$ cat config.mk
export PLATFORM = sky130hd
export DESIGN_NAME = pc_addr_gen
export DESIGN_NICKNAME = d
export VERILOG_FILES = /design/src/pc_addr_pkg.sv /design/src/pc_addr_gen.sv /design/src/return_stack.sv
export VERILOG_INCLUDE_DIRS = /design/src /design/src/src
export SDC_FILE = /design/constraint.sdc
export NUM_CORES = 1
export LEC_CHECK = 0
export BUFFER_PORTS_ARGS = -buffer_cell sky130_fd_sc_hd__buf_2
export CAP_MARGIN = 20
export CORE_MARGIN = 3
export CORE_UTILIZATION = 59
export CTS_CLUSTER_SIZE = 20
export DETAILED_ROUTE_END_ITERATION = 10
export GPL_TIMING_DRIVEN = 0
export PLACE_DENSITY_LB_ADDON = 0.15
export SLEW_MARGIN = 20
export SYNTH_ARGS = -nofsm -noshare
export SYNTH_HDL_FRONTEND = slang
export SYNTH_SLANG_ARGS = --single-unit
$ cat constraint.sdc
create_clock -name clk_in -period 4.6 [get_ports clk_in]
set_clock_uncertainty 0.1 [all_clocks]
set_input_delay 0.69 -clock clk_in [delete_from_list [all_inputs] [get_ports clk_in]]
set_output_delay 0.69 -clock clk_in [all_outputs]
set_load 0.1 [all_outputs]
$ cat src/pc_addr_defs.svh
// Constants for the program counter, stack and data address generator.
// Assumes a byte-addressed Avalon-MM slave window with 32-bit data.
`ifndef PC_ADDR_DEFS_SVH
`define PC_ADDR_DEFS_SVH

// ************************************************************
// Register byte offsets on the register bus
// ************************************************************
`define OFS_PC_LOW 6'h00
`define OFS_PC_LATCH 6'h04
`define OFS_ARITH_STATUS 6'h08
`define OFS_PTR_A 6'h0C
`define OFS_PTR_B 6'h10
`define OFS_TBL_PTR_LOW 6'h14
`define OFS_TBL_PTR_HIGH 6'h18
`define OFS_TBL_LATCH_LOW 6'h1C
`define OFS_TBL_LATCH_HIGH 6'h20
`define OFS_BANK_SEL 6'h24
`define OFS_STACK_STATUS 6'h28

// ************************************************************
// Field positions and encodings
// ************************************************************
`define STEP_A_LSB 0
`define STEP_B_LSB 2
`define STEP_DEC 2'h0
`define STEP_INC 2'h1
`define STACK_ROOM_BIT 0

// ************************************************************
// Data address map
// ************************************************************
`define WINDOW_A_ADDR 8'h00
`define WINDOW_B_ADDR 8'h08
`define PERIPH_BANKED_LO 8'h10
`define PERIPH_BANKED_HI 8'h17
`define GPR_BANKED_LO 8'h20

// ************************************************************
// Reset values
// ************************************************************
`define RST_BYTE 8'h00
`define RST_WORD 16'h0000
`define RST_STEP 4'hF
`define RST_BUS_WORD 32'h0000_0000

`endif

$ cat src/pc_addr_pkg.sv
// Types shared by the address generator, its checker and its bench.
// Assumes the instruction decoder drives one command per clock.
package pc_addr_pkg;

	// Program-flow commands from the decoder and interrupt logic
	typedef enum logic [3:0] {
		OP_NONE,
		OP_FETCH,
		OP_JUMP13,
		OP_CALL13,
		OP_LONG_SUBROUTINE_JUMP,
		OP_RETURN,
		OP_EXIT_WITH_LITERAL,
		OP_EXIT_FROM_INTERRUPT,
		OP_IRQ,
		OP_PCL_READ,
		OP_PCL_WRITE,
		OP_PCL_RMW,
		OP_LOAD_PBANK,
		OP_LOAD_RBANK
	} core_op_t;

	typedef struct packed {
		core_op_t op;
		logic [15:0] operand;
	} core_cmd_t;

	// Indirect access request through one of the two windows
	typedef struct packed {
		logic valid;
		logic sel_b;
		logic write;
	} ind_req_t;

	// Resolved data address of an indirect access
	typedef struct packed {
		logic valid;
		logic [7:0] addr;
		logic [3:0] bank;
		logic banked;
		logic unimpl;
		logic zero_read;
		logic keep_flags;
	} data_acc_t;

endpackage : pc_addr_pkg

$ cat src/pc_addr_gen.sv
// Program counter, return stack, indirect pointers, bank selector
// and table pointer/latch of an 8-bit core, with an Avalon-MM slave.
// Assumes core commands and indirect requests are synchronous pulses.
//
// The implementer's own choices: register access over Avalon-MM and the register addresses.
`timescale 1ns/1ps
`default_nettype none
`include "pc_addr_defs.svh"

module pc_addr_gen #(
	parameter int STACK_DEPTH = 16,
	parameter int PERIPH_BANKS = 8,
	parameter int RAM_BANKS = 4
) (
	input wire logic clk_in,
	input wire logic rstn_in,
	input wire logic [5:0] avs_address_in,
	input wire logic avs_read_in,
	input wire logic avs_write_in,
	input wire logic [31:0] avs_writedata_in,
	input wire logic [3:0] avs_byteenable_in,
	output logic [31:0] avs_readdata_out,
	output logic avs_waitrequest_out,
	input wire pc_addr_pkg::core_cmd_t core_cmd_in,
	input wire pc_addr_pkg::ind_req_t ind_req_in,
	output logic [15:0] pc_out,
	output logic [15:0] table_addr_out,
	output logic [15:0] table_latch_out,
	output logic [7:0] bank_selector_out,
	output pc_addr_pkg::data_acc_t data_acc_out
);

	// Refuse parameter values the logic cannot serve
	if (STACK_DEPTH != 16)
	begin : g_bad_depth
		$error("pc_addr_gen: the return stack is sixteen deep");
	end
	if (PERIPH_BANKS < 1 || PERIPH_BANKS > 16 ||
		RAM_BANKS < 1 || RAM_BANKS > 16)
	begin : g_bad_banks
		$error("pc_addr_gen: bank counts must be 1 to 16");
	end

	// ************************************************************
	// Helper functions
	// ************************************************************

	// Next pointer value after an indirect access
	function automatic logic [7:0] step_ptr(input logic [7:0] ptr,
		input logic [1:0] mode);
		logic [7:0] r;
		r = ptr;
		if (mode == `STEP_DEC)
		begin
			r = ptr - 8'h01;
		end
		else if (mode == `STEP_INC)
		begin
			r = ptr + 8'h01;
		end
		return r;
	endfunction : step_ptr

	// True when an address names one of the two windows
	function automatic logic is_window(input logic [7:0] addr);
		return addr == `WINDOW_A_ADDR || addr == `WINDOW_B_ADDR;
	endfunction : is_window

	// True when a bus address equals one offset; byte lane 0 is checked in bus_wr
	function automatic logic hit(input logic [5:0] addr,
		input logic [5:0] ofs);
		return addr == ofs;
	endfunction : hit

	// ************************************************************
	// State
	// ************************************************************
	logic [7:0] pc_high_holding_latch;
	logic [3:0] step_modes;
	logic [7:0] indirect_pointer_a;
	logic [7:0] indirect_pointer_b;
	logic [15:0] table_pointer;
	logic [15:0] table_latch;
	logic [15:0] stack_top;
	logic stack_room_flag;
	logic push;
	logic pop;
	logic bus_wr;
	logic bus_rd;
	logic [7:0] wbyte;
	pc_addr_pkg::core_op_t op;
	logic [15:0] opnd;
	logic [7:0] ind_addr;

	assign op = core_cmd_in.op;
	assign opnd = core_cmd_in.operand;
	assign wbyte = avs_writedata_in[7:0];

	// ************************************************************
	// Avalon-MM slave handshake
	// ************************************************************

	// Write lands on the edge where waitrequest is seen low
	assign bus_wr = avs_write_in && !avs_waitrequest_out &&
		avs_byteenable_in[0];
	// Read data is captured while waitrequest is still high
	assign bus_rd = avs_read_in && avs_waitrequest_out;

	// One wait cycle per request, then a single ready cycle
	always_ff @(posedge clk_in)
	begin
		if (!rstn_in)
		begin
			avs_waitrequest_out <= 1'b1;
		end
		else if ((avs_read_in || avs_write_in) && avs_waitrequest_out)
		begin
			avs_waitrequest_out <= 1'b0;
		end
		else
		begin
			avs_waitrequest_out <= 1'b1;
		end
	end

	// Read mux; unmapped offsets and upper bits read zero
	always_ff @(posedge clk_in)
	begin
		if (!rstn_in)
		begin
			avs_readdata_out <= `RST_BUS_WORD;
		end
		else if (bus_rd)
		begin
			avs_readdata_out <= `RST_BUS_WORD;
			case (avs_address_in)
				`OFS_PC_LOW: avs_readdata_out[7:0] <= pc_out[7:0];
				`OFS_PC_LATCH: avs_readdata_out[7:0] <= pc_high_holding_latch;
				`OFS_ARITH_STATUS: avs_readdata_out[3:0] <= step_modes;
				`OFS_PTR_A: avs_readdata_out[7:0] <= indirect_pointer_a;
				`OFS_PTR_B: avs_readdata_out[7:0] <= indirect_pointer_b;
				`OFS_TBL_PTR_LOW: avs_readdata_out[7:0] <= table_pointer[7:0];
				`OFS_TBL_PTR_HIGH: avs_readdata_out[7:0] <= table_pointer[15:8];
				`OFS_TBL_LATCH_LOW: avs_readdata_out[7:0] <= table_latch[7:0];
				`OFS_TBL_LATCH_HIGH: avs_readdata_out[7:0] <= table_latch[15:8];
				`OFS_BANK_SEL: avs_readdata_out[7:0] <= bank_selector_out;
				`OFS_STACK_STATUS:
					avs_readdata_out[`STACK_ROOM_BIT] <= stack_room_flag;
				default: avs_readdata_out <= `RST_BUS_WORD;
			endcase
		end
	end

	// ************************************************************
	// Return stack
	// ************************************************************

	// Calls, long calls and interrupt entry push; returns pop
	assign push = op == pc_addr_pkg::OP_CALL13 ||
		op == pc_addr_pkg::OP_LONG_SUBROUTINE_JUMP || op == pc_addr_pkg::OP_IRQ;
	assign pop = op == pc_addr_pkg::OP_RETURN ||
		op == pc_addr_pkg::OP_EXIT_WITH_LITERAL || op == pc_addr_pkg::OP_EXIT_FROM_INTERRUPT;

	return_stack #(
		.DEPTH(STACK_DEPTH),
		.WIDTH(16)
	) u_stack (
		.clk_in(clk_in),
		.rstn_in(rstn_in),
		.push_in(push),
		.pop_in(pop),
		.push_data_in(pc_out),
		.top_data_out(stack_top),
		.room_out(stack_room_flag)
	);

	// ************************************************************
	// Program counter
	// ************************************************************

	// Core commands outrank a bus write to the PC low byte
	always_ff @(posedge clk_in)
	begin
		if (!rstn_in)
		begin
			pc_out <= `RST_WORD;
		end
		else
		begin
			case (op)
				pc_addr_pkg::OP_FETCH:
					pc_out <= pc_out + 16'h0001;
				pc_addr_pkg::OP_JUMP13, pc_addr_pkg::OP_CALL13:
					pc_out[12:0] <= opnd[12:0];
				pc_addr_pkg::OP_LONG_SUBROUTINE_JUMP:
					pc_out <= {pc_high_holding_latch, opnd[7:0]};
				pc_addr_pkg::OP_RETURN, pc_addr_pkg::OP_EXIT_WITH_LITERAL,
				pc_addr_pkg::OP_EXIT_FROM_INTERRUPT:
					pc_out <= stack_top;
				pc_addr_pkg::OP_IRQ:
					pc_out <= opnd;
				pc_addr_pkg::OP_PCL_WRITE, pc_addr_pkg::OP_PCL_RMW:
					pc_out <= {pc_high_holding_latch, opnd[7:0]};
				pc_addr_pkg::OP_NONE:
				begin
					if (bus_wr && hit(avs_address_in, `OFS_PC_LOW))
					begin
						pc_out <= {pc_high_holding_latch, wbyte};
					end
				end
				default: pc_out <= pc_out;
			endcase
		end
	end

	// Holding latch; interrupt entry, pops, long calls and RMW leave it alone
	always_ff @(posedge clk_in)
	begin
		if (!rstn_in)
		begin
			pc_high_holding_latch <= `RST_BYTE;
		end
		else if (op == pc_addr_pkg::OP_JUMP13 ||
			op == pc_addr_pkg::OP_CALL13)
		begin
			pc_high_holding_latch <= {pc_out[15:13], opnd[12:8]};
		end
		else if (op == pc_addr_pkg::OP_PCL_READ ||
			(bus_rd && hit(avs_address_in, `OFS_PC_LOW)))
		begin
			pc_high_holding_latch <= pc_out[15:8];
		end
		else if (bus_wr && hit(avs_address_in, `OFS_PC_LATCH))
		begin
			pc_high_holding_latch <= wbyte;
		end
	end

	// ************************************************************
	// Indirect pointers and step controls
	// ************************************************************

	// Step mode bits; written by software only
	always_ff @(posedge clk_in)
	begin
		if (!rstn_in)
		begin
			step_modes <= `RST_STEP;
		end
		else if (bus_wr && hit(avs_address_in, `OFS_ARITH_STATUS))
		begin
			step_modes <= wbyte[3:0];
		end
	end

	// Post-access step wins over a bus write in the same cycle.
	// Stepping drives no status flag, so a pointer reaching zero
	// is silent to the arithmetic unit.
	always_ff @(posedge clk_in)
	begin
		if (!rstn_in)
		begin
			indirect_pointer_a <= `RST_BYTE;
		end
		else if (ind_req_in.valid && !ind_req_in.sel_b)
		begin
			indirect_pointer_a <= step_ptr(indirect_pointer_a,
				step_modes[`STEP_A_LSB +: 2]);
		end
		else if (bus_wr && hit(avs_address_in, `OFS_PTR_A))
		begin
			indirect_pointer_a <= wbyte;
		end
	end

	// Pointer B follows its own step control
	always_ff @(posedge clk_in)
	begin
		if (!rstn_in)
		begin
			indirect_pointer_b <= `RST_BYTE;
		end
		else if (ind_req_in.valid && ind_req_in.sel_b)
		begin
			indirect_pointer_b <= step_ptr(indirect_pointer_b,
				step_modes[`STEP_B_LSB +: 2]);
		end
		else if (bus_wr && hit(avs_address_in, `OFS_PTR_B))
		begin
			indirect_pointer_b <= wbyte;
		end
	end

	// ************************************************************
	// Bank selector
	// ************************************************************

	// Bank loads from the decoder take priority over the bus
	always_ff @(posedge clk_in)
	begin
		if (!rstn_in)
		begin
			bank_selector_out <= `RST_BYTE;
		end
		else if (op == pc_addr_pkg::OP_LOAD_PBANK)
		begin
			bank_selector_out[3:0] <= opnd[3:0];
		end
		else if (op == pc_addr_pkg::OP_LOAD_RBANK)
		begin
			bank_selector_out[7:4] <= opnd[7:4];
		end
		else if (bus_wr && hit(avs_address_in, `OFS_BANK_SEL))
		begin
			bank_selector_out <= wbyte;
		end
	end

	// ************************************************************
	// Indirect address resolution
	// ************************************************************

	// Pointer value before its post-access step
	assign ind_addr = ind_req_in.sel_b ? indirect_pointer_b :
		indirect_pointer_a;

	// One cycle after the request the resolved address is presented
	always_ff @(posedge clk_in)
	begin
		if (!rstn_in)
		begin
			data_acc_out <= '0;
		end
		else
		begin
			data_acc_out.valid <= ind_req_in.valid;
			data_acc_out.addr <= ind_addr;
			data_acc_out.zero_read <= ind_req_in.valid &&
				!ind_req_in.write && is_window(ind_addr);
			data_acc_out.keep_flags <= ind_req_in.valid &&
				ind_req_in.write && is_window(ind_addr);
			if (ind_addr >= `PERIPH_BANKED_LO &&
				ind_addr <= `PERIPH_BANKED_HI)
			begin
				data_acc_out.bank <= bank_selector_out[3:0];
				data_acc_out.banked <= 1'b1;
				data_acc_out.unimpl <=
					32'(bank_selector_out[3:0]) >= PERIPH_BANKS;
			end
			else if (ind_addr >= `GPR_BANKED_LO)
			begin
				data_acc_out.bank <= bank_selector_out[7:4];
				data_acc_out.banked <= 1'b1;
				data_acc_out.unimpl <=
					32'(bank_selector_out[7:4]) >= RAM_BANKS;
			end
			else
			begin
				data_acc_out.bank <= 4'h0;
				data_acc_out.banked <= 1'b0;
				data_acc_out.unimpl <= 1'b0;
			end
		end
	end

	// ************************************************************
	// Table pointer and table latch
	// ************************************************************

	// Word address into program memory for table transfers
	always_ff @(posedge clk_in)
	begin
		if (!rstn_in)
		begin
			table_pointer <= `RST_WORD;
		end
		else if (bus_wr && hit(avs_address_in, `OFS_TBL_PTR_LOW))
		begin
			table_pointer[7:0] <= wbyte;
		end
		else if (bus_wr && hit(avs_address_in, `OFS_TBL_PTR_HIGH))
		begin
			table_pointer[15:8] <= wbyte;
		end
	end

	assign table_addr_out = table_pointer;

	// Holding register for program/data transfers, in two bytes
	always_ff @(posedge clk_in)
	begin
		if (!rstn_in)
		begin
			table_latch <= `RST_WORD;
		end
		else if (bus_wr && hit(avs_address_in, `OFS_TBL_LATCH_LOW))
		begin
			table_latch[7:0] <= wbyte;
		end
		else if (bus_wr && hit(avs_address_in, `OFS_TBL_LATCH_HIGH))
		begin
			table_latch[15:8] <= wbyte;
		end
	end

	assign table_latch_out = table_latch;

endmodule : pc_addr_gen
`default_nettype wire

$ cat src/return_stack.sv
// Circular return stack with the stack-room flag.
// Assumes push and pop are never requested in the same cycle.
`timescale 1ns/1ps
`default_nettype none
`include "pc_addr_defs.svh"

module return_stack #(
	parameter int DEPTH = 16,
	parameter int WIDTH = 16
) (
	input wire logic clk_in,
	input wire logic rstn_in,
	input wire logic push_in,
	input wire logic pop_in,
	input wire logic [WIDTH-1:0] push_data_in,
	output logic [WIDTH-1:0] top_data_out,
	output logic room_out
);
	localparam int PW = $clog2(DEPTH);
	localparam logic [PW-1:0] LAST = PW'(DEPTH - 1);

	// ************************************************************
	// Storage and pointer
	// ************************************************************
	logic [WIDTH-1:0] mem [DEPTH];
	logic [PW-1:0] sp;
	logic [PW-1:0] next_sp;
	logic locked;
	logic next_locked;

	// Refuse depths the wrapping pointer cannot serve
	if (DEPTH < 2 || (DEPTH & (DEPTH - 1)) != 0)
	begin : g_bad_depth
		$error("return_stack: DEPTH must be a power of two");
	end

	// Pointer is hidden from software; it only moves on push or pop
	always_comb
	begin
		next_sp = sp;
		next_locked = locked;
		if (push_in)
		begin
			next_sp = sp + PW'(1);
			if (sp == LAST)
			begin
				next_locked = 1'b1;
			end
		end
		else if (pop_in)
		begin
			next_sp = sp - PW'(1);
		end
	end

	// Pointer starts at zero after reset
	always_ff @(posedge clk_in)
	begin
		if (!rstn_in)
		begin
			sp <= '0;
			locked <= 1'b0;
		end
		else
		begin
			sp <= next_sp;
			locked <= next_locked;
		end
	end

	// Room flag: clear at the last slot, held clear once a push wraps
	always_ff @(posedge clk_in)
	begin
		if (!rstn_in)
		begin
			room_out <= 1'b1;
		end
		else
		begin
			room_out <= !(next_locked || next_sp == LAST);
		end
	end

	// Wrapping overwrites the oldest entry; no reset on data needed
	always_ff @(posedge clk_in)
	begin
		if (push_in)
		begin
			mem[sp] <= push_data_in;
		end
	end

	// Most recent entry, read for the returning instruction
	assign top_data_out = mem[sp - PW'(1)];

endmodule : return_stack
`default_nettype wire

=== Word-level counts from Yosys, hierarchy flattened ===
Memory sizes are Yosys's and may differ from the RTL's.
Index checks and enable logic that the tools add are counted.

* RAM bits: 256
* Logic and storage cells: 161
* Memories: 1
* Bits in registers: 116
* Input bits: 69
* Output and inout bits: 106

{| class="wikitable"
|+ Memories
! memory !! depth !! width !! rd ports !! clocked after Yosys merged registers in !! wr ports !! RTL line !! RTL
|-
| u_stack.mem || 16 || 16 || 1 || 0 || 1 || return_stack.sv:25 || <nowiki>logic [WIDTH-1:0] mem [DEPTH];</nowiki>
|}

* $lt $le $gt $ge: 5
* Reductions and logical operators: 58
* Bitwise gates (word level): 3
* Eq/ne operators: 32
* $add $sub $neg: 7
* Multiplexer cells: 31

{| class="wikitable"
|+ Operator list
! cell !! number
|-
| two-way mux 8 bit || 13
|-
| one-hot mux 13 bit (5 select lines) || 1
|-
| one-hot mux 4 bit (9 select lines) || 1
|-
| == test 4 bit (second input constant) || 8
|-
| one-hot mux 3 bit (10 select lines) || 1
|-
| == test 6 x 5 -> 1 bit (second input constant) || 4
|-
| logical AND 1 bit || 22
|-
| two-way mux 4 bit || 5
|-
| == test 6 bit (second input constant) || 3
|-
| adder 16 x 1 -> 16 bit (second input constant) || 1
|-
| adder 8 x 1 -> 8 bit (second input constant) || 2
|-
| == test 4 x 3 -> 1 bit (second input constant) || 4
|-
| two-way mux 16 bit || 1
|-
| AND reduction 2 bit || 8
|-
| subtractor 8 x 1 -> 8 bit (second input constant) || 2
|-
| one-hot mux 3 bit (5 select lines) || 1
|-
| == test 6 x 4 -> 1 bit (second input constant) || 2
|-
| two-way mux 6 bit || 2
|-
| one-hot mux 1 bit (11 select lines) || 1
|-
| nonzero test 5 bit || 2
|-
| logical OR 1 bit || 9
|-
| OR reduction 3 bit || 3
|-
| == test 4 x 2 -> 1 bit (second input constant) || 2
|-
| == test 8 x 4 -> 1 bit (second input constant) || 1
|-
| 21 further kinds || 37
|}

=== Longest topological paths before layout ===
Gate-level depths: netlist of run 1.

* Word-level depth: 8
* Depth in mapped cells: 12
* Mapped depth without buffers: 9

=== Modules after synthesis ===
From an unflattened synthesis of run 1, not the netlist that was laid out.

* Cell total of the unflattened synthesis: 1,420
* Area total of the unflattened synthesis: 16,986.3 µm²

{| class="wikitable"
|+ By module, submodules not included
! module !! cells an instance !! times used !! area each (µm²) !! seq. area each (µm²)
|-
| return_stack || 597 || 1 || 10,282.4 || 7,807.5
|-
| pc_addr_gen || 823 || 1 || 6,703.9 || 2,202.1
|}

=== Least setup slack after synthesis of run 1 ===
OpenSTA, ideal clock, no wires.

* Path kind: input port to flip-flop
* Start point: input port core_cmd_in[16] in the netlist's numbering
* End point: memory u_stack.mem[3][0], enable pin
* Path buffers: 2
* Data required time: 4,091 ps
* Arrival: 2,956 ps
* Stages: 6
* Setup slack: 1,135 ps
* Setup time: 409 ps
* Cell sequence: clkbuf_1 > or2_2 > clkbuf_1 > o32ai_1 > nand2_1 > nor3_1

* Word-level cells in the longest chain between the ends: 5
* Elaborated cells on any way between the ends: 7
* Classes of those cells: eq/ne (3); mux (2); reduce/logical (2)

{| class="wikitable"
|+ RTL lines
! what !! RTL line !! RTL
|-
| start, declared || pc_addr_gen.sv:24 || <nowiki>input wire pc_addr_pkg::core_cmd_t core_cmd_in,</nowiki>
|-
| == test 4 x 2 -> 1 bit / == test 4 x 3 -> 1 bit (equally long branches) || pc_addr_gen.sv:159, pc_addr_gen.sv:160 ||
|-
| logical OR 1 bit || pc_addr_gen.sv:159 || <nowiki>assign push = op == pc_addr_pkg::OP_CALL13 ||</nowiki>
|-
| logical OR 1 bit * || pc_addr_gen.sv:160 || <nowiki>op == pc_addr_pkg::OP_LONG_SUBROUTINE_JUMP || op == pc_addr_pkg::OP_IRQ;</nowiki>
|-
| two-way mux 1 bit * || return_stack.sv:87 || <nowiki>if (push_in)</nowiki>
|-
| two-way mux 1 bit (not written as such) * || return_stack.sv:89 || <nowiki>mem[sp] <= push_data_in;</nowiki>
|-
| end, declared || return_stack.sv:25 ||
|}

Mark *: on every way between the ends. The rest lies on a longest branch, timed or not.

=== Final worst setup path of run 1 ===
* Start point: register u_stack.sp[0]
* End point: register pc_out[14]

* Word-level cells in the longest chain between the ends: 3

{| class="wikitable"
|+ RTL lines
! what !! RTL line !! RTL
|-
| start, declared || return_stack.sv:26 || <nowiki>logic [PW-1:0] sp;</nowiki>
|-
| start signal, assigned || return_stack.sv:66 || <nowiki>sp <= next_sp;</nowiki>
|-
| subtractor 4 x 1 -> 4 bit || return_stack.sv:94 || <nowiki>assign top_data_out = mem[sp - PW'(1)];</nowiki>
|-
| memory (16 x 16 bit) || - ||
|-
| one-hot mux 3 bit (5 select lines) || pc_addr_gen.sv:190 || <nowiki>case (op)</nowiki>
|-
| end signal, assigned || pc_addr_gen.sv:192 || <nowiki>pc_out <= pc_out + 16'h0001;</nowiki>
|-
| end signal, assigned || pc_addr_gen.sv:196 || <nowiki>pc_out <= {pc_high_holding_latch, opnd[7:0]};</nowiki>
|-
| end signal, assigned || pc_addr_gen.sv:199 || <nowiki>pc_out <= stack_top;</nowiki>
|-
| end, declared || pc_addr_gen.sv:26 || <nowiki>output logic [15:0] pc_out,</nowiki>
|}

No other way between the ends.
A chain may end at the register's enable or synchronous reset.

==> results.txt, run 1 <==
Syn Area/Cell: 13.0 µm²
Routed wire length: 50600 µm
CTS tree: built
Cells after DPL: 1799
RSZ-0062 raised after global routing: false
Die Wd: 174 µm
Most frequent cells in the layout: 256 x edfxtp_1, 125 x nand2_1, 120 x buf_2
Slew headroom: 25.7%
Layout cells sized above 1: 23.6%
Antenna viol nets, final: 0
WHS Path Cells: 2
Slew Limit Fails: 0
Num CTS Buffers: 38
EDFF count, synth: 256
Worst-path clk slew: 0.06 ns
Final setup viols: 0
Top cell type's share of synthesized area: 46.4%
Final setup TNS: 0 ns
Port Buffers: 109
CP Capture Type: register
Post-CTS Setup Inserts: 0
DP Worst Slack: 0.254 ns
Max VDD drop: 0.000410 V
Clk sink count: 372
CP max stage delay: 0.65 ns
Pwr/cell area: 442 nW/µm²
Tot Pwr: 8.49 mW
Die Y: 174 µm
RR Endpoint: pc_out[14]$_SDFFE_PN0P_
Remaining DRCs: 0
Vias in the first global route: 11600
CP Launch Type: register
Worst min-delay path category: primary input to register
Min Tclk post-route: 4.22 ns
Netlist cell types: 85
Post-Layout Cell Count: 1866
Final #Nets: 1544
Core Area: 27300 µm²
Fraction of registers with async set/reset: 0%
WL/cell: 27.1 µm
Warnings, synthesis: 0
Ys flop type: edfxtp_1
Root Buffer Master: clkbuf_16
Global-route wire length before repair: 75100 µm
Overflow after GRT: 0
Min-delay src: ind_req_in[0]
Area grow syn2layout: 15.8%
Skew-Pair Late Insertion Delay: 0.53 ns
Antenna cells: 0
Setup ws final: 0.385 ns
CP Data Required Time: 4.87 ns
Overall Global Routing Usage: 33.2%
Placed cell areas: 17900 µm²
Num rows: 60
Cell-by-cell trace of the critical path: clkbuf_1 -> buf_1 -> inv_2 -> ha_1 -> clkbuf_1 -> clkbuf_1 -> mux4_2 -> mux2i_1 -> o22ai_1 -> o21ai_0 -> a21oi_1
Final period util: 91.6%
Initial DRC count: 1802
Via count: 12200
Post-DP HPWL: 35100 µm
Maximum achievable frequency: 237 MHz
Pleak: 6.84 nW
Crit path max fanout: 10
Largest net degree at the start of global routing: 25
Cell count of the worst reg-to-reg path: 11
Status: completed
Max-cap viol count: 0
Crit path max-delay family: buffers and inverters
Commonest non-fill, non-tap cell in the layout: edfxtp_1
Sequential share of the synthesized area: 60.4%
# hold bufs at CTS: 0
Synth area leader: edfxtp_1
R2r setup slk: 0.38 ns
Initial core utilization: 60.8%
Gpl congestion: 0.966
Initial DRT Pass Iterations: 6
# IOs: 175
H-tree depth: 2
Area contributors post-synth: edfxtp_1 46%, dfxtp_1 14%, mux4_2 8.6%, mux2i_1 3.9%, nand2_1 2.8%
Initial antenna violation count: 0
Worst slew pin tran: 1.10 ns
Synthesized flop and latch total: 372
Max Root-Sink Buffers: 3
RR Startpoint: u_stack.sp[0]$_SDFF_PN0_
Critical Path Most Common Cell: clkbuf_1
WS Path Type: register to register
Slowest-stage cell, CP: clkbuf_1
Synth Cell Area: 16600 µm²
Cell count after synthesis: 1275
Vias per cell: 6.55
Die area: 30100 µm²
Design area: 19200 µm²
Final Hold Fails: 0
Crit path arrival time: 4.49 ns
Hold endpoint: data_acc_out[1]$_SDFF_PN0_
Fin Hold WS: 0.247 ns
Util after Layout: 70.4%
Worst Path Buf+Inv: 5
-- layer usage --
| metal | part of all wire (%) | track usage (%) | vias up |
|---|---|---|---|
| li1 | - | - | 5244 |
| met1 | 41 | 49.0 | 6074 |
| met2 | 45 | 50.3 | 784 |
| met3 | 11 | 7.10 | 115 |
| met4 | 3.0 | 10.0 | 0 |
| met5 | 0 | 0 | - |
-- power breakdown --
group | switching, mW | total [mW] | internal, mW
registers | 0.157 | 3.85 | 3.70
logic | 1.00 | 1.51 | 0.508
clock network | 1.27 | 3.12 | 1.85
total | 2.43 | 8.49 | 6.06
-- logic make-up (layout without fill, tap and decap cells) --
group | Yosys count | count (layout) | share of synthesized area, %
flops | 372 | 372 | 60.4
fa+ha+maj | 8 | 8 | 0.604
xor+xnor | 18 | 18 | 0.997
simple gates | 352 | 352 | 10.2
compound gates | 269 | 269 | 11.4
mux | 131 | 131 | 12.7
other cells | 1 | 24 | 0.0226
buf+inv | 124 | 320 | 3.70
-- synth_stat cells, types with 12 or more instances --
library cell and instances:
edfxtp_1 256, nand2_1 125, dfxtp_1 116, nor2_1 105
a21oi_1 67, mux2i_1 64, mux4_2 63, clkbuf_1 58
o21ai_0 38, a22oi_1 25, buf_4 25, nand3_1 19
nor3_1 17, a211oi_1 13, a31oi_1 12, xnor2_1 12
-- area by class of cell --
cell class	count	area, µm²
fill	1951	8070
multi-input combinational	802	6070
tap	372	465
sequential	372	10000
buffer	110	566
inverter	14	52.6
clock inverter	15	200
clock buffer	52	1060
timing repair buffer	129	744
-- registers in the layout (all words and copies together) (netlist names), 8 cells and up --
signal and flops:
u_stack.mem 256, data_acc_out 17, pc_out 16, table_addr_out 16, table_latch_out 16, avs_readdata_out 8, bank_selector_out 8, indirect_pointer_a 8
indirect_pointer_b 8, pc_high_holding_latch 8
-- how the worst max path moves through the flow --
stage / from / to / slack [ns] / cells after the start
floorplan: core_cmd_in[16] / u_stack.mem[3][0]$_DFFE_PP_ / 1.14 / 6
global placement: core_cmd_in[17] / u_stack.mem[3][12]$_DFFE_PP_ / -0.63 / 6
detailed placement: u_stack.sp[0]$_SDFF_PN0_ / pc_out[4]$_SDFFE_PN0P_ / 0.25 / 11
CTS: u_stack.sp[0]$_SDFF_PN0_ / pc_out[4]$_SDFFE_PN0P_ / 0.12 / 11
global route: u_stack.sp[0]$_SDFF_PN0_ / pc_out[4]$_SDFFE_PN0P_ / 0.11 / 11
finish: u_stack.sp[0]$_SDFF_PN0_ / pc_out[14]$_SDFFE_PN0P_ / 0.38 / 11
-- timing repair --
action	CTS	global route
endpoints found under the setup margin	0	3
endpoints found under the hold margin	0	0
resized for setup	0	10
(Power assumes the default switching activity.)
==> run 2, diff against run 1 <==
Settings changed: PLACE_DENSITY set to 0.79, PLACE_DENSITY_LB_ADDON 0.15 to unset.
==> run 2 against run 1 <==
Flip-flop and latch count is the same; non-clock buffer count shrank 2; sequential power is essentially flat; routed wire length shrank 1.2%; combinational power is essentially flat; critical endpoint is now pc_out[4]$_SDFFE_PN0P_.
==> results.txt, run 2 (same netlist as run 1, synthesis figures left out) <==
Remaining DRCs: 0 (unchanged)
Antenna cells: 0 (unchanged)
WL/cell: 26.7 µm (-1.3%)
Slew headroom: 22.8% (-2.9 points)
Overflow after GRT: 0 (unchanged)
Initial antenna violation count: 0 (unchanged)
CTS tree: built
Top flop regs: u_stack.mem: 256 flops, data_acc_out: 17 flops
Layout cells sized above 1: 23.5% (-0.17 points)
Pleak: 6.81 nW (-0.47%)
Slew Limit Fails: 0 (unchanged)
Max Root-Sink Buffers: 3 (unchanged)
Vias per cell: 6.58 (+0.47%)
Met2 usage in global routing: 50.8% (+0.51 points)
Initial core utilization: 60.8% (unchanged)
Crit path arrival time: 4.70 ns (+0.21 ns)
# IOs: 175 (unchanged)
Num CTS Buffers: 39 (+2.6%)
Fin Hold WS: 0.220 ns (-0.0272 ns)
Gpl congestion: 0.999 (+3.4%)
Status: completed
RR Endpoint: pc_out[4]$_SDFFE_PN0P_
Tot Pwr: 8.37 mW (-1.4%)
Port Buffers: 109 (unchanged)
Vias in the first global route: 11700 (+0.86%)
Hold endpoint: data_acc_out[1]$_SDFF_PN0_
Util after Layout: 70.2% (-0.22 points)
Register name with the most flops: u_stack.mem
Final period util: 95.5% (+3.8 points)
Clk sink count: 372 (unchanged)
Final #Nets: 1543 (-0.065%)
Via count: 12300 (+0.57%)
Core Area: 27300 µm² (unchanged)
Global-route wire length before repair: 74400 µm (-0.98%)
Worst slew pin tran: 1.16 ns (+0.0509 ns)
Min Tclk post-route: 4.39 ns (+0.177 ns)
Post-DP HPWL: 34100 µm (-2.9%)
Area grow syn2layout: 15.4%
CP Capture Type: register
Fillcell total: 1855 (-4.9%)
Met3 global-route usage: 6.31% (-0.79 points)
Post-CTS Setup Inserts: 0 (unchanged)
DP Worst Slack: -0.131 ns (-0.385 ns)
Skew-Pair Late Insertion Delay: 0.55 ns (+0.02 ns)
Setup ws final: 0.208 ns (-0.177 ns)
Largest register FFs: 256 (unchanged)
Antenna viol nets, final: 0 (unchanged)
WHS Path Cells: 2 (unchanged)
Overall Global Routing Usage: 32.8% (-0.43 points)
Num rows: 60 (unchanged)
Final Hold Fails: 0 (unchanged)
H-tree depth: 2 (unchanged)
WS Path Type: register to register
Grt met1 use: 47.1% (-1.9 points)
Max VDD drop: 0.000406 V (-1.0%)
Max-cap viol count: 0 (unchanged)
Maximum achievable frequency: 228 MHz (-4.0%)
Final setup TNS: 0 ns (unchanged)
Initial DRT Pass Iterations: 6 (unchanged)
Commonest non-fill, non-tap cell in the layout: edfxtp_1
Worst min-delay path category: primary input to register
CP Launch Type: register
Worst-path clk slew: 0.07 ns (about the same)
RSZ-0062 raised after global routing: false
Die area: 30100 µm² (unchanged)
Routed wire length: 49900 µm (-1.2%)
Die Wd: 174 µm (unchanged)
Most frequent cells in the layout: 256 x edfxtp_1, 125 x nand2_1, 120 x buf_2
R2r setup slk: 0.21 ns (-0.18 ns)
Pwr/cell area: 438 nW/µm² (-1.1%)
Cell count of the worst reg-to-reg path: 10 (-1)
CP Data Required Time: 4.91 ns (+0.04 ns)
RR Startpoint: u_stack.sp[0]$_SDFF_PN0_
Crit path max fanout: 10 (unchanged)
Largest net degree at the start of global routing: 25 (unchanged)
Layer with the highest usage: met2
Die Y: 174 µm (unchanged)
Min-delay src: ind_req_in[0]
Root Buffer Master: clkbuf_16
Initial DRC count: 1938 (+7.5%)
Final setup viols: 0 (unchanged)
run 2: worst max-delay path by stage:
stage                                  start                          end  slack, ns  depth (start not counted)
floorplan                    core_cmd_in[16]  u_stack.mem[3][0]$_DFFE_PP_       1.14                          6
global placement             core_cmd_in[17]  u_stack.mem[2][4]$_DFFE_PP_      -0.52                          6
detailed placement  u_stack.sp[0]$_SDFF_PN0_       pc_out[4]$_SDFFE_PN0P_      -0.13                         11
CTS                 u_stack.sp[0]$_SDFF_PN0_       pc_out[4]$_SDFFE_PN0P_       0.07                         11
global route        u_stack.sp[0]$_SDFF_PN0_       pc_out[4]$_SDFFE_PN0P_        0.1                         10
finish              u_stack.sp[0]$_SDFF_PN0_       pc_out[4]$_SDFFE_PN0P_       0.21                         10
run 2: area by class of cell:
cell class,count,area (µm²),area share [%]
Timing Repair Buffer,128,737,3.85
Clock inverter,18,151,0.792
Tap cell,372,465,2.43
Multi-Input combinational cell,802,6090,31.8
Sequential cell,372,10000,52.4
Clock buffer,53,1050,5.48
Buffer,109,568,2.97
Inverter,14,52.6,0.275
run 2: where the power goes:
| group | internal [mW] | switching [mW] | total, mW | leakage (nW) |
|---|---|---|---|---|
| clock network | 1.68 | 1.32 | 3.00 | 0.583 |
| registers | 3.70 | 0.157 | 3.85 | 3.29 |
| logic | 0.510 | 1.00 | 1.51 | 2.93 |
| total | 5.88 | 2.48 | 8.37 | 6.81 |
run 2: timing repair:
item | CTS | global route
hold buffers | 0 | 0
endpoints found under the setup margin | 4 | 12
gates resized for setup | 3 | 4
run 2: critical path, stage by stage (launching register included):
cell and delay [ns]:
dfxtp_1 0.41, clkbuf_1 0.30, buf_1 0.53, inv_2 0.29
ha_1 0.74, clkdlybuf4s15_2 0.58, mux4_2 0.44, nand2_1 0.10
a21oi_1 0.08, a2111oi_0 0.52, a21oi_1 0.14
run 2: routing by layer:
layer / vias to the layer above / wire length (µm)
met4: 0 / 1760
met1: 5979 / 19100
met3: 147 / 5990
met5: - / 0
li1: 5237 / -
met2: 924 / 23100
run 2: stage by stage:
stage,instances,area (µm²)
final,1868,19100
after global placement,1779,17700
after CTS,1869,19100
after detailed placement,1798,17900
after global routing,1868,19100
after floorplan,1298,16600
==> run 3, diff against run 2 <==
Settings changed: CORE_UTILIZATION 59 to 60, PLACE_DENSITY 0.79 to 0.8.
Clock period 4.6 ns to 5.55 ns, I/O delays scaled along.
==> run 3 against run 2 <==
Power decreased by 16%; via count up 0.37%; die area fell by 1.6%; clock-buffer cell count down 10; sequential share of layout area is 0.10 points lower; combinational power fell by 17%; cell count decreased by 1.7%; highest routed layer is now met5.
==> results.txt, run 3 (same netlist as run 1, synthesis figures left out) <==
Status: completed
Initial core utilization: 61.3% (+0.51 points)
Area of the multi-input gates: 6090 µm² (unchanged)
Max VDD drop: 0.000328 V (-19%)
Pleak: 6.84 nW (+0.47%)
Num CTS Buffers: 38 (-2.6%)
Port Buffers: 109 (unchanged)
Core Area: 27000 µm² (-0.83%)
Post-CTS sizing: 0 (-3)
Post-CTS Setup Inserts: 0 (unchanged)
Skew-Pair Late Insertion Delay: 0.55 ns (about the same)
Worst min-delay path category: register to register
CP Launch Type: register
Clk sink count: 372 (unchanged)
# hold bufs at CTS: 0 (unchanged)
Worst-path clk slew: 0.06 ns (about the same)
Final period util: 84.0% (-11 points)
Root Buffer Master: clkbuf_16
Maximum achievable frequency: 215 MHz (-5.8%)
Final setup TNS: 0 ns (unchanged)
Initial DRC count: 1967 (+1.5%)
Final Hold Fails: 0 (unchanged)
Cell count of the worst reg-to-reg path: 11 (+1)
Largest register FFs: 256 (unchanged)
Die Y: 172 µm (-0.81%)
Max-cap viol count: 0 (unchanged)
Area grow syn2layout: 15.7%
Remaining DRCs: 0 (unchanged)
Setup ws final: 0.889 ns (+0.681 ns)
Pwr/cell area: 367 nW/µm² (-16%)
Min-delay src: avs_readdata_out[4]$_SDFFE_PN0P_
CTS tree: built
Global-route wire length before repair: 73000 µm (-1.9%)
Initial DRT Pass Iterations: 6 (unchanged)
Top flop regs: u_stack.mem: 256 flops, data_acc_out: 17 flops
Max Root-Sink Buffers: 3 (unchanged)
Initial antenna violation count: 2 (+2)
Final #Nets: 1544 (+0.065%)
WL/cell: 27.0 µm (+1.1%)
WS Path Type: register to register
Min Tclk post-route: 4.66 ns (+0.269 ns)
Most frequent cells in the layout: 256 x edfxtp_1, 125 x nand2_1, 120 x buf_2
Overall Global Routing Usage: 33.3% (+0.51 points)
Crit path capture: pc_out[12]$_SDFFE_PN0P_
Routed wire length: 49700 µm (-0.53%)
RSZ-0062 raised after global routing: false
Overflow after GRT: 0 (unchanged)
H-tree depth: 2 (unchanged)
Die Wd: 172 µm (-0.81%)
Antenna viol nets, final: 0 (unchanged)
Fillcell total: 1822 (-1.8%)
Final setup viols: 0 (unchanged)
Layout cells sized above 1: 23.5% (about the same)
Via count: 12300 (+0.37%)
Slew Limit Fails: 0 (unchanged)
Largest net degree at the start of global routing: 25 (unchanged)
DP Worst Slack: 1.13 ns (+1.26 ns)
Vias in the first global route: 11800 (+0.33%)
R2r setup slk: 0.89 ns (+0.68 ns)
RR Endpoint: pc_out[12]$_SDFFE_PN0P_
Worst setup path startpoint: u_stack.sp[0]$_SDFF_PN0_
Commonest non-fill, non-tap cell in the layout: edfxtp_1
RR Startpoint: u_stack.sp[0]$_SDFF_PN0_
Register name with the most flops: u_stack.mem
Num rows: 60 (unchanged)
Post-DP HPWL: 34000 µm (-0.37%)
CP Capture Type: register
Crit path arrival time: 4.96 ns (+0.26 ns)
Crit path max fanout: 10 (unchanged)
CP Data Required Time: 5.85 ns (+0.94 ns)
Worst slew pin tran: 1.07 ns (-0.0901 ns)
Gpl congestion: 1.01 (+1.4%)
Vias per cell: 6.71 (+2.1%)
Die area: 29600 µm² (-1.6%)
Slew headroom: 29.0% (+6.2 points)
# IOs: 175 (unchanged)
Register area: 10000 µm² (unchanged)
==> run 3: changes by cell type in the layout (fill, tap and decap cells not counted), moves of 2 or more <==
cell	delta
bufinv_16	+4
clkbuf_1	-3
clkinv_1	+3
buf_8	+2
clkbuf_2	-2
clkbuf_8	-2
clkinvlp_4	-2
==> run 3: layout make-up <==
cell class                 instances  area share [%]
antenna                            1          0.0131
buffer                           110            2.93
clock buffer                      43            5.06
clock inverter                    25            1.50
inverter                          14           0.274
multi-input combinational        802            31.8
sequential                       372            52.3
tap                              341            2.23
timing repair buffer             129            3.96
==> run 3: power breakdown <==
part	internal [mW]	switching, mW	total, mW
combinational	0.421	0.833	1.25
clock	1.50	1.08	2.59
sequential	3.06	0.130	3.19
==> run 3: through the flow <==
step           hold slack (ns)  cell area [µm²]  power [mW]  cells  util, %
3_3_place_gp             0.343            17600        4.42   1748     65.2
2_1_floorplan            0.341            16600        4.09   1298        -
4_1_cts                  0.364            19100        7.01   1836     70.8
3_5_place_dp             0.356            17900        4.46   1768     66.2
5_1_grt                  0.387            19200        7.21   1837     70.9
6_report                 0.364            19200        7.04   1837     70.9
==> run 3: worst min path at each step <==
| stage | to | slack [ns] | depth (start not counted) |
|---|---|---|---|
| after floorplan | u_stack.locked$_SDFF_PN0_ | 0.34 | 1 |
| after global placement | avs_waitrequest_out$_SDFF_PN1_ | 0.34 | 1 |
| after detailed placement | avs_readdata_out[4]$_SDFFE_PN0P_ | 0.36 | 2 |
| after CTS | avs_readdata_out[1]$_SDFFE_PN0P_ | 0.36 | 2 |
| after global routing | avs_readdata_out[4]$_SDFFE_PN0P_ | 0.39 | 2 |
| final | avs_readdata_out[4]$_SDFFE_PN0P_ | 0.36 | 2 |
==> run 3: worst max-delay path, cell delays in order, from the launching register on <==
cell       delay (ns)
dfxtp_1          0.37
clkbuf_1         0.24
buf_1            0.58
inv_2            0.29
ha_1             0.35
clkbuf_1         0.46
clkbuf_1         0.77
mux4_2           0.42
nand2_1          0.12
a21oi_1          0.10
a2111oi_0        0.52
a21oi_1          0.18
==> run 3: layer usage <==
| layer | part of all wire [%] | track usage, % | up-vias |
|---|---|---|---|
| li1 | - | - | 5242 |
| met1 | 37 | 47.2 | 5990 |
| met2 | 46 | 52.3 | 923 |
| met3 | 12 | 6.17 | 175 |
| met4 | 4.5 | 12.4 | 2 |
| met5 | 0.058 | 0 | - |
